## src/spr_map.svh

```systemverilog
// register offsets, field positions, reset values and timing counts of the serial register port
`ifndef SPR_MAP_SVH
`define SPR_MAP_SVH
// ***********************************************
// frame layout: read flag, 7-bit address, 8-bit data
// ***********************************************
`define SPR_FRAME_BITS    16
`define SPR_HDR_BITS      8
`define SPR_RW_BIT        7
// ***********************************************
// device register offsets (7-bit address space)
// ***********************************************
`define SPR_DEV_PINCFG    7'h00
`define SPR_DEV_STATUS    7'h01
`define SPR_DEV_MASK      7'h02
`define SPR_DEV_USER      7'h03
// interrupt_pin_config fields
`define SPR_PIN_POL       0
`define SPR_PIN_OD        1
`define SPR_PIN_GPO       2
`define SPR_PIN_GPOVAL    3
`define SPR_PINCFG_RST    8'h01
`define SPR_USER_RST      8'h00
// ***********************************************
// controller register offsets (4-bit address space)
// ***********************************************
`define SPR_HST_CMD       4'h0
`define SPR_HST_RXDATA    4'h1
`define SPR_HST_STATUS    4'h2
`define SPR_HST_MASK      4'h3
`define SPR_HST_MODE      4'h4
`define SPR_HST_STATE     4'h5
`define SPR_CMD_READ      15
`define SPR_ST_DONE       0
`define SPR_ST_PINCHG     1
`define SPR_MODE_CPOL     0
`define SPR_MODE_CPHA     1
`define SPR_MODE_RST      2'h0
// ***********************************************
// timing: serial clock half period in clk cycles
// ***********************************************
`define SPR_HALF_DEFAULT  8
`define SPR_HALF_MIN      6
`endif

```

## src/spr_pkg.sv

```systemverilog
// types shared by the serial register port ends
package spr_pkg;
  typedef enum logic [1:0] {H_IDLE, H_SETUP, H_RUN, H_HOLD} spr_hstate_t;
  typedef logic [7:0] spr_byte_t;
endpackage

```

## src/spr_if.sv

```systemverilog
// serial link and interrupt pin between controller and device
`timescale 1ns/1ps
interface spr_if;
  logic cs_n;
  logic sclk;
  logic sdi;
  logic sdo;
  logic sdo_oe;
  logic cpol;
  logic cpha;
  logic irq_out;
  logic irq_oe;
  logic sdo_wire;
  logic irq_wire;

  // undriven lines float high through pull-ups
  assign sdo_wire = sdo_oe ? sdo : 1'b1;
  assign irq_wire = irq_oe ? irq_out : 1'b1;

  modport dev (input cs_n, sclk, sdi, cpol, cpha, output sdo, sdo_oe, irq_out, irq_oe);
  modport host (output cs_n, sclk, sdi, cpol, cpha, input sdo_wire, irq_wire);
endinterface

```

## src/spr_sync.sv

```systemverilog
// two-flop synchroniser for asynchronous pin inputs
`timescale 1ns/1ps
module spr_sync #(
  parameter int               WIDTH = 1,
  parameter logic [WIDTH-1:0] INIT  = '0
) (
  input  wire logic             clk,
  input  wire logic             reset,
  input  wire logic [WIDTH-1:0] d,
  output logic      [WIDTH-1:0] q
);
  logic [WIDTH-1:0] meta;

  generate
    if (WIDTH < 1) begin : g_bad
      $error("spr_sync width must be at least 1");
    end
    for (genvar i = 0; i < WIDTH; i++) begin : g_bit
      always_ff @(posedge clk or posedge reset) begin
        if (reset) begin
          meta[i] <= INIT[i];
          q[i]    <= INIT[i];
        end else begin
          meta[i] <= d[i];
          q[i]    <= meta[i];
        end
      end
    end
  endgenerate
endmodule // spr_sync

```

## src/spr_device.sv

```systemverilog
// device end: serial register port slave with configurable interrupt pin
// How it works
// - serial pins act only in serial mode
// - master holds chip select low whole transfer
// - master alone sources the serial clock
// - command, address, write data on input
// - read data leaves on data output
// - phase 0 leading latch, 1 trailing
// - polarity 0 idles low, 1 high
// - interrupt pin polarity set by configuration
// - interrupt pin push-pull or open-drain
// - pin may serve as general output
`timescale 1ns/1ps
`include "spr_map.svh"
module spr_device
  import spr_pkg::*;
(
  input  wire logic   clk,
  input  wire logic   reset,
  input  wire logic   spi_mode_en,
  input  wire logic   [3:0] event_in,
  output logic        [7:0] user_ctrl,
  spr_if.dev          link
);
  // ***********************************************
  // pin synchronisation
  // ***********************************************
  logic       cs_n_s;
  logic       sclk_s;
  logic       sdi_s;
  logic       cpol_s;
  logic       cpha_s;
  logic       sclk_prev;

  // sclk is only sampled; the device never drives it
  spr_sync #(.WIDTH(5), .INIT(5'h10)) u_sync (
    .clk   (clk),
    .reset (reset),
    .d     ({link.cs_n, link.sclk, link.sdi, link.cpol, link.cpha}),
    .q     ({cs_n_s, sclk_s, sdi_s, cpol_s, cpha_s})
  );

  // ***********************************************
  // edge classification
  // ***********************************************
  wire active     = spi_mode_en & ~cs_n_s;
  wire sclk_edge  = active & (sclk_s ^ sclk_prev);
  wire leading    = sclk_s != cpol_s;
  wire sample_eg  = sclk_edge & (leading ^ cpha_s);
  wire shift_eg   = sclk_edge & ~(leading ^ cpha_s);

  // ***********************************************
  // frame shifting
  // ***********************************************
  logic [4:0]  bitcnt;
  logic [7:0]  rxsh;
  logic [7:0]  hdr;
  logic [7:0]  txd;
  wire  [7:0]  rx_byte   = {rxsh[6:0], sdi_s};
  wire         hdr_done  = sample_eg && bitcnt == 5'(`SPR_HDR_BITS - 1);
  wire         data_done = sample_eg && bitcnt == 5'(`SPR_FRAME_BITS - 1);
  wire         in_data   = bitcnt >= 5'(`SPR_HDR_BITS) && bitcnt < 5'(`SPR_FRAME_BITS);
  wire         is_read   = hdr[`SPR_RW_BIT];
  wire         wr_en     = data_done & ~is_read;
  wire  [6:0]  wr_addr   = hdr[6:0];

  always_ff @(posedge clk or posedge reset) begin
    if (reset) begin
      sclk_prev <= 1'b0;
    end else begin
      sclk_prev <= sclk_s;
    end
  end

  always_ff @(posedge clk or posedge reset) begin
    if (reset) begin
      bitcnt <= 5'h00;
      rxsh   <= 8'h00;
    end else if (!active) begin
      bitcnt <= 5'h00;
    end else if (sample_eg) begin
      rxsh   <= rx_byte;
      // bits past one frame are ignored
      bitcnt <= (bitcnt == 5'(`SPR_FRAME_BITS)) ? bitcnt : bitcnt + 5'h01;
    end
  end

  always_ff @(posedge clk or posedge reset) begin
    if (reset) begin
      hdr <= 8'h00;
    end else if (!active) begin
      hdr <= 8'h00;
    end else if (hdr_done) begin
      hdr <= rx_byte;
    end
  end

  // ***********************************************
  // registers
  // ***********************************************
  logic [7:0]  pin_cfg;
  logic [3:0]  status;
  logic [3:0]  mask;
  wire  [7:0]  rd_val =
    (rx_byte[6:0] == `SPR_DEV_PINCFG) ? pin_cfg :
    (rx_byte[6:0] == `SPR_DEV_STATUS) ? {4'h0, status} :
    (rx_byte[6:0] == `SPR_DEV_MASK)   ? {4'h0, mask} :
    (rx_byte[6:0] == `SPR_DEV_USER)   ? user_ctrl : 8'h00;
  wire  [3:0]  st_clr    = (wr_en && wr_addr == `SPR_DEV_STATUS) ? rx_byte[3:0] : 4'h0;
  // a new event beats a clear in the same cycle
  wire  [3:0]  next_status = (status & ~st_clr) | event_in;

  always_ff @(posedge clk or posedge reset) begin
    if (reset) begin
      pin_cfg   <= `SPR_PINCFG_RST;
      mask      <= 4'h0;
      user_ctrl <= `SPR_USER_RST;
      status    <= 4'h0;
    end else begin
      status <= next_status;
      if (wr_en && wr_addr == `SPR_DEV_PINCFG) begin
        pin_cfg <= rx_byte;
      end
      if (wr_en && wr_addr == `SPR_DEV_MASK) begin
        mask <= rx_byte[3:0];
      end
      if (wr_en && wr_addr == `SPR_DEV_USER) begin
        user_ctrl <= rx_byte;
      end
    end
  end

  // ***********************************************
  // serial data output
  // ***********************************************
  always_ff @(posedge clk or posedge reset) begin
    if (reset) begin
      txd         <= 8'h00;
      link.sdo    <= 1'b0;
      link.sdo_oe <= 1'b0;
    end else if (!active) begin
      link.sdo    <= 1'b0;
      link.sdo_oe <= 1'b0;
    end else begin
      link.sdo_oe <= 1'b1;
      if (hdr_done && rx_byte[`SPR_RW_BIT]) begin
        txd <= rd_val;
      end else if (shift_eg && in_data && is_read) begin
        // same bit count works for both phases: the shift edge follows the eighth sample
        link.sdo <= txd[7];
        txd      <= {txd[6:0], 1'b0};
      end
    end
  end

  // ***********************************************
  // interrupt pin
  // ***********************************************
  wire irq_active = |(status & mask);
  wire pin_assert = pin_cfg[`SPR_PIN_GPO] ? pin_cfg[`SPR_PIN_GPOVAL] : irq_active;
  // general output drives its value as the level; polarity applies to interrupts only
  wire pin_level  = pin_cfg[`SPR_PIN_GPO] ? pin_assert
                  : (pin_assert ~^ pin_cfg[`SPR_PIN_POL]);
  wire next_out   = pin_cfg[`SPR_PIN_OD] ? 1'b0 : pin_level;
  wire next_oe    = pin_cfg[`SPR_PIN_OD] ? ~pin_level : 1'b1;

  always_ff @(posedge clk or posedge reset) begin
    if (reset) begin
      link.irq_out <= 1'b0;
      link.irq_oe  <= 1'b0;
    end else begin
      link.irq_out <= next_out;
      link.irq_oe  <= next_oe;
    end
  end
endmodule // spr_device

```

## src/flat_wrapper.sv

```systemverilog
// flat-port wrapper written by rule: the top's interface ports become plain ports
module spr_device_flat import spr_pkg::*;
  (clk, reset, spi_mode_en, event_in, user_ctrl, link_cs_n, link_sclk, link_sdi, link_cpol, link_cpha, link_sdo, link_sdo_oe, link_irq_out, link_irq_oe);
  spr_if link_i ();
  input  wire logic clk;
  input  wire logic reset;
  input  wire logic spi_mode_en;
  input  wire logic   [3:0] event_in;
  output logic        [7:0] user_ctrl;
  input wire logic [$bits(link_i.cs_n)-1:0] link_cs_n;
  input wire logic [$bits(link_i.sclk)-1:0] link_sclk;
  input wire logic [$bits(link_i.sdi)-1:0] link_sdi;
  input wire logic [$bits(link_i.cpol)-1:0] link_cpol;
  input wire logic [$bits(link_i.cpha)-1:0] link_cpha;
  output wire logic [$bits(link_i.sdo)-1:0] link_sdo;
  output wire logic [$bits(link_i.sdo_oe)-1:0] link_sdo_oe;
  output wire logic [$bits(link_i.irq_out)-1:0] link_irq_out;
  output wire logic [$bits(link_i.irq_oe)-1:0] link_irq_oe;
  assign link_i.cs_n = link_cs_n;
  assign link_i.sclk = link_sclk;
  assign link_i.sdi = link_sdi;
  assign link_i.cpol = link_cpol;
  assign link_i.cpha = link_cpha;
  assign link_sdo = link_i.sdo;
  assign link_sdo_oe = link_i.sdo_oe;
  assign link_irq_out = link_i.irq_out;
  assign link_irq_oe = link_i.irq_oe;
  spr_device u_core (.clk(clk), .reset(reset), .spi_mode_en(spi_mode_en), .event_in(event_in), .user_ctrl(user_ctrl), .link(link_i));
endmodule
```

## config.mk

```make
export PLATFORM = sky130hd
export DESIGN_NAME = spr_device_flat
export DESIGN_NICKNAME = d
export VERILOG_FILES = /design/src/spr_pkg.sv /design/src/spr_if.sv /design/src/spr_sync.sv /design/src/spr_device.sv /design/src/flat_wrapper.sv
export VERILOG_INCLUDE_DIRS = /design/src /design/src/src
export SDC_FILE = /design/constraint.sdc
export NUM_CORES = 1
export LEC_CHECK = 0
export ABC_CLOCK_PERIOD_IN_PS = 3100
export BUFFER_PORTS_ARGS = -buffer_cell sky130_fd_sc_hd__buf_2
export CORE_ASPECT_RATIO = 1.4
export CORE_MARGIN = 4
export CORE_UTILIZATION = 59
export CTS_BUF_LIST = sky130_fd_sc_hd__clkbuf_16
export CTS_CLUSTER_DIAMETER = 60
export CTS_CLUSTER_SIZE = 25
export DETAILED_ROUTE_END_ITERATION = 10
export PLACE_DENSITY = 0.79
export SYNTH_ARGS = -nofsm -noshare
export SYNTH_HDL_FRONTEND = slang
export SYNTH_SLANG_ARGS = --single-unit
```

## constraint.sdc

```tcl
create_clock -name clk -period 3.1 [get_ports clk]
set_input_delay 0.155 -clock clk [delete_from_list [all_inputs] [get_ports clk]]
set_output_delay 0.155 -clock clk [all_outputs]
set_load 0.05 [all_outputs]
```

==> reports/metrics.cfg <==
[run_status]
result_of_the_run = completed

[cts]
max-clock-path-buffers = 2
cts_max_level = 3
insertion_delay_ns = 0.33
numClockSinks = 67
cts_buffers = 9
clock_tree_root_driver_cell = sky130_fd_sc_hd__clkbuf_16
tritoncts = built
number_of_buffers_inserted_to_repair_setup_after_cts = 0
post_cts_resized = 0
worst_setup_hold_path_clk_slew_ns = 0.05

[drt]
detailedRoute.firstIterationViolations = 140
detail-route-antenna-nets = 0
vias_per_cell = 5.68
wl_um = 5660
routed-via-count = 1913
drt_first_pass_iters = 4
drt-wirelength-per-cell_um = 16.8
drc_errors = 0

[worst_hold_path]
worst_hold_path_type = in2reg

[grt]
grt_max_degree = 68
grt_antenna_before_repair = 0
vias_in_the_first_global_route = 2022
grt_overflow_total = 0
grt_pass1_wl_um = 9500
global_route.usage.total_pct = 20.9

[synth]
synth_xor_area_share_pct = 1.44
syn_inst = 232
postSynthNetCount = 247
postSynthRegisterBits = 67
async_reset_ff_share_pct = 100
synth.area.mux_share_pct = 18.9
synth_compound_gate_area_share_pct = 6.82
yosys.area_share.adder_pct = 1.27
syn-cell-area_um2 = 2960
post_synth_and_or_nand_nor_area_fraction_pct = 12.2
synth.yosys.warnings = 0
synth.distinct_cells = 43
synth-seq-area-share_pct = 56.9
synth_edf_count = 0
syn_avg_cell_area_um2 = 12.7
dominant_combinational_cell_family_by_area_after_synthesis = multiplexers
ys_dominant_reg_cell = sky130_fd_sc_hd__dfrtp_1

[job]
drv_cap = 0

[finish]
ant_cells = 0
multiInputGateArea_um2 = 1200
final_net_count = 283
final_layout_size_suffix_gt1_share_pct = 33.7
syn_to_final_growth_pct = 18.0
final.fill_count = 325
sequential_cell_area_um2 = 1680
layout.cell_area.non_filler_um2 = 3490

[setup_path]
critical_path_required_ns = 3.31
endpoint_class_of_the_critical_path = flop
largest_stage_delay_worst_path_ns = 0.41
cpMostUsedCell = sky130_fd_sc_hd__ha_1
worst_path_max_delay_cell = sky130_fd_sc_hd__dfrtp_1
worst_ep_arrival_time_ns = 2.72
worst-path-buf-inv = 0
critPathKind = reg2reg
timing.critical_path.fanout_max = 4
startpoint_type = flop
timing.critical_path.cells = ha_1, and3_2, ha_1, nor4b_1, nand2_1, or2_2, nor3b_2, mux2_2
critPathTopFamily = simple AND/OR/NAND/NOR gates

[floorplanning]
pin_count = 24
placementRows = 30
core_um2 = 4840
die-height_um = 91.7
floorplan.initialDensity_pct = 61.0
floorplan.die.width_um = 67.8
die_area_um2 = 6220

[pwr]
irDropWorstVdd_uv = 420
power.density_nw_per_um2 = 605
p_leak_nw = 1.64

[timing]
finalSetupViolCount = 0
timing.final.max_slew_violations = 0
relSlewSlack_pct = 46.2
fin_setup_tns_ns = 0
hold_viol = 0
fmax_mhz = 397
worst_clock_skew_ns = 0.00441
worst-slew-pin-transition_ns = 0.806
finalCritPeriodShare_pct = 81.2
rsz0062_at_grt = false
fin_crit_ns = 2.52

[place]
place_area_um2 = 3140
buffer_ports.inserted = 23
dp_hpwl_um = 3790
final_wtd_congestion = 0.789

==> final timing paths <==
| check | startpoint | endpoint | slack [ns] | cells after the start |
|---|---|---|---|---|
| setup / recovery | u_core.bitcnt[0] | u_core.mask[2] | 0.58 | 8 |
| hold / removal | event_in[0] | u_core.status[0] | 0.006 | 2 |
| setup reg to reg | u_core.bitcnt[0] | u_core.mask[2] | 0.58 | 8 |
| hold reg to reg | u_core.u_sync.meta[2] | u_core.u_sync.q[2] | 0.35 | 0 |
| max in group asynchronous | reset | u_core.bitcnt[1] | 2.50 | 3 |
| min in group asynchronous | reset | u_core.txd[1] | 0.07 | 3 |
==> layer usage <==
layer	GRT usage, %	routed length [um]	vias to the layer above
met4	8.62	109	0
met3	6.25	199	10
met2	36.3	3170	34
met1	23.1	2190	968
li1	-	-	901
met5	0	0	-
==> sequential cells by signal, indices dropped and copies added (netlist names) <==
name	count
u_core.hdr	8
u_core.pin_cfg	8
u_core.txd	8
u_core.user_ctrl	8
u_core.rxsh	7
u_core.bitcnt	5
u_core.u_sync.meta	5
u_core.u_sync.q	5
u_core.mask	4
u_core.status	4
u_core.link.irq_oe	1
u_core.link.irq_out	1
u_core.link.sdo	1
u_core.link.sdo_oe	1
u_core.sclk_prev	1
==> worst register-to-register path: stages, from the launching register on <==
cell and delay [ns]:
sky130_fd_sc_hd__dfrtp_1 0.41, sky130_fd_sc_hd__ha_1 0.23, sky130_fd_sc_hd__and3_2 0.19, sky130_fd_sc_hd__ha_1 0.13, sky130_fd_sc_hd__nor4b_1 0.20, sky130_fd_sc_hd__nand2_1 0.13
sky130_fd_sc_hd__or2_2 0.34, sky130_fd_sc_hd__nor3b_2 0.39, sky130_fd_sc_hd__mux2_2 0.39
==> final cells by class <==
class / count / area share (%)
Tap cell: 64 / 2.30
Clock buffer: 9 / 6.46
Timing Repair Buffer: 33 / 5.88
Multi-Input combinational cell: 147 / 34.4
Sequential cell: 67 / 48.2
Clock inverter: 7 / 1.72
Inverter: 10 / 1.08
==> power breakdown <==
part	switching [mW]	internal (mW)	leakage, nW
combinational	0.0797	0.0809	0.647
clock	0.343	0.611	0.144
sequential	0.0815	0.915	0.845
total	0.504	1.61	1.64
==> cell usage after synthesis (2+ instances only) <==
cell type | number | area share [%]
sky130_fd_sc_hd__nor3_1 | 2 | 0.34
sky130_fd_sc_hd__mux2i_1 | 8 | 2.7
sky130_fd_sc_hd__a22oi_1 | 4 | 1.0
sky130_fd_sc_hd__mux2_2 | 30 | 11
sky130_fd_sc_hd__and3_1 | 3 | 0.64
sky130_fd_sc_hd__ha_1 | 3 | 1.3
sky130_fd_sc_hd__nor4_1 | 5 | 1.1
sky130_fd_sc_hd__nor3b_1 | 2 | 0.51
sky130_fd_sc_hd__xnor2_1 | 2 | 0.59
sky130_fd_sc_hd__inv_1 | 9 | 1.1
sky130_fd_sc_hd__nor2_1 | 8 | 1.0
sky130_fd_sc_hd__mux4_2 | 2 | 1.5
sky130_fd_sc_hd__dfrtp_1 | 64 | 54
sky130_fd_sc_hd__a21o_1 | 5 | 1.3
sky130_fd_sc_hd__o21ai_0 | 11 | 1.9
sky130_fd_sc_hd__nand2_1 | 22 | 2.8
sky130_fd_sc_hd__mux4_4 | 2 | 1.7
sky130_fd_sc_hd__a21oi_1 | 8 | 1.4
sky130_fd_sc_hd__clkbuf_1 | 6 | 0.76
sky130_fd_sc_hd__dfstp_2 | 3 | 2.7
sky130_fd_sc_hd__or2_2 | 2 | 0.42
sky130_fd_sc_hd__or3_1 | 2 | 0.42
sky130_fd_sc_hd__nand3_1 | 3 | 0.51
sky130_fd_sc_hd__nor4b_1 | 3 | 0.89
sky130_fd_sc_hd__and4bb_2 | 2 | 0.85
sky130_fd_sc_hd__mux2_4 | 3 | 1.5
sky130_fd_sc_hd__a221oi_1 | 2 | 0.59
==> repair_timing <==
| action | 4_1_cts | 5_1_grt |
|---|---|---|
| setup endpoints to repair | 0 | 0 |
| endpoints found under the hold margin | 6 | 0 |
| hold buffers | 6 | 0 |
==> through the flow <==
| step | hold WS (ns) | worst slack (ns) | utilization (%) | power (mW) | std cells |
|---|---|---|---|---|---|
| 2_1_floorplan | 0.159 | 0.840 | - | 1.11 | 232 |
| 4_1_cts | 0.000964 | 0.570 | 72.0 | 2.13 | 337 |
| 3_3_place_gp | 0.259 | 0.669 | 64.9 | 1.16 | 315 |
| 5_1_grt | 0.0194 | 0.401 | 72.0 | 2.21 | 337 |
| 3_5_place_dp | 0.261 | 0.650 | 64.9 | 1.17 | 315 |
| 6_report | 0.00635 | 0.583 | 72.0 | 2.11 | 337 |
==> placed cells by master, fill, tap and decap left out, types with 3 or more instances in the layout <==
cell type and instances:
sky130_fd_sc_hd__a22oi_1 4, sky130_fd_sc_hd__buf_4 4, sky130_fd_sc_hd__clkinv_2 3, sky130_fd_sc_hd__inv_1 9, sky130_fd_sc_hd__mux2_4 3, sky130_fd_sc_hd__nor4_1 5
sky130_fd_sc_hd__ha_1 3, sky130_fd_sc_hd__nand2_1 22, sky130_fd_sc_hd__mux2_2 30, sky130_fd_sc_hd__mux2i_1 8, sky130_fd_sc_hd__nor4b_1 3, sky130_fd_sc_hd__and3_1 3
sky130_fd_sc_hd__a21o_1 5, sky130_fd_sc_hd__nand3_1 3, sky130_fd_sc_hd__dfrtp_1 64, sky130_fd_sc_hd__o21ai_0 11, sky130_fd_sc_hd__buf_2 23, sky130_fd_sc_hd__dfstp_2 3
sky130_fd_sc_hd__nor2_1 8, sky130_fd_sc_hd__clkbuf_16 9, sky130_fd_sc_hd__a21oi_1 8, sky130_fd_sc_hd__dlygate4sd3_1 6
==> kinds of logic after synthesis <==
kind of cell | after synthesis
compound gates | 32
xor+xnor | 4
fa+ha+maj | 3
buf+inv | 18
flops | 67
mux | 45
simple gates | 63
Power figures use the tool's default switching activity.
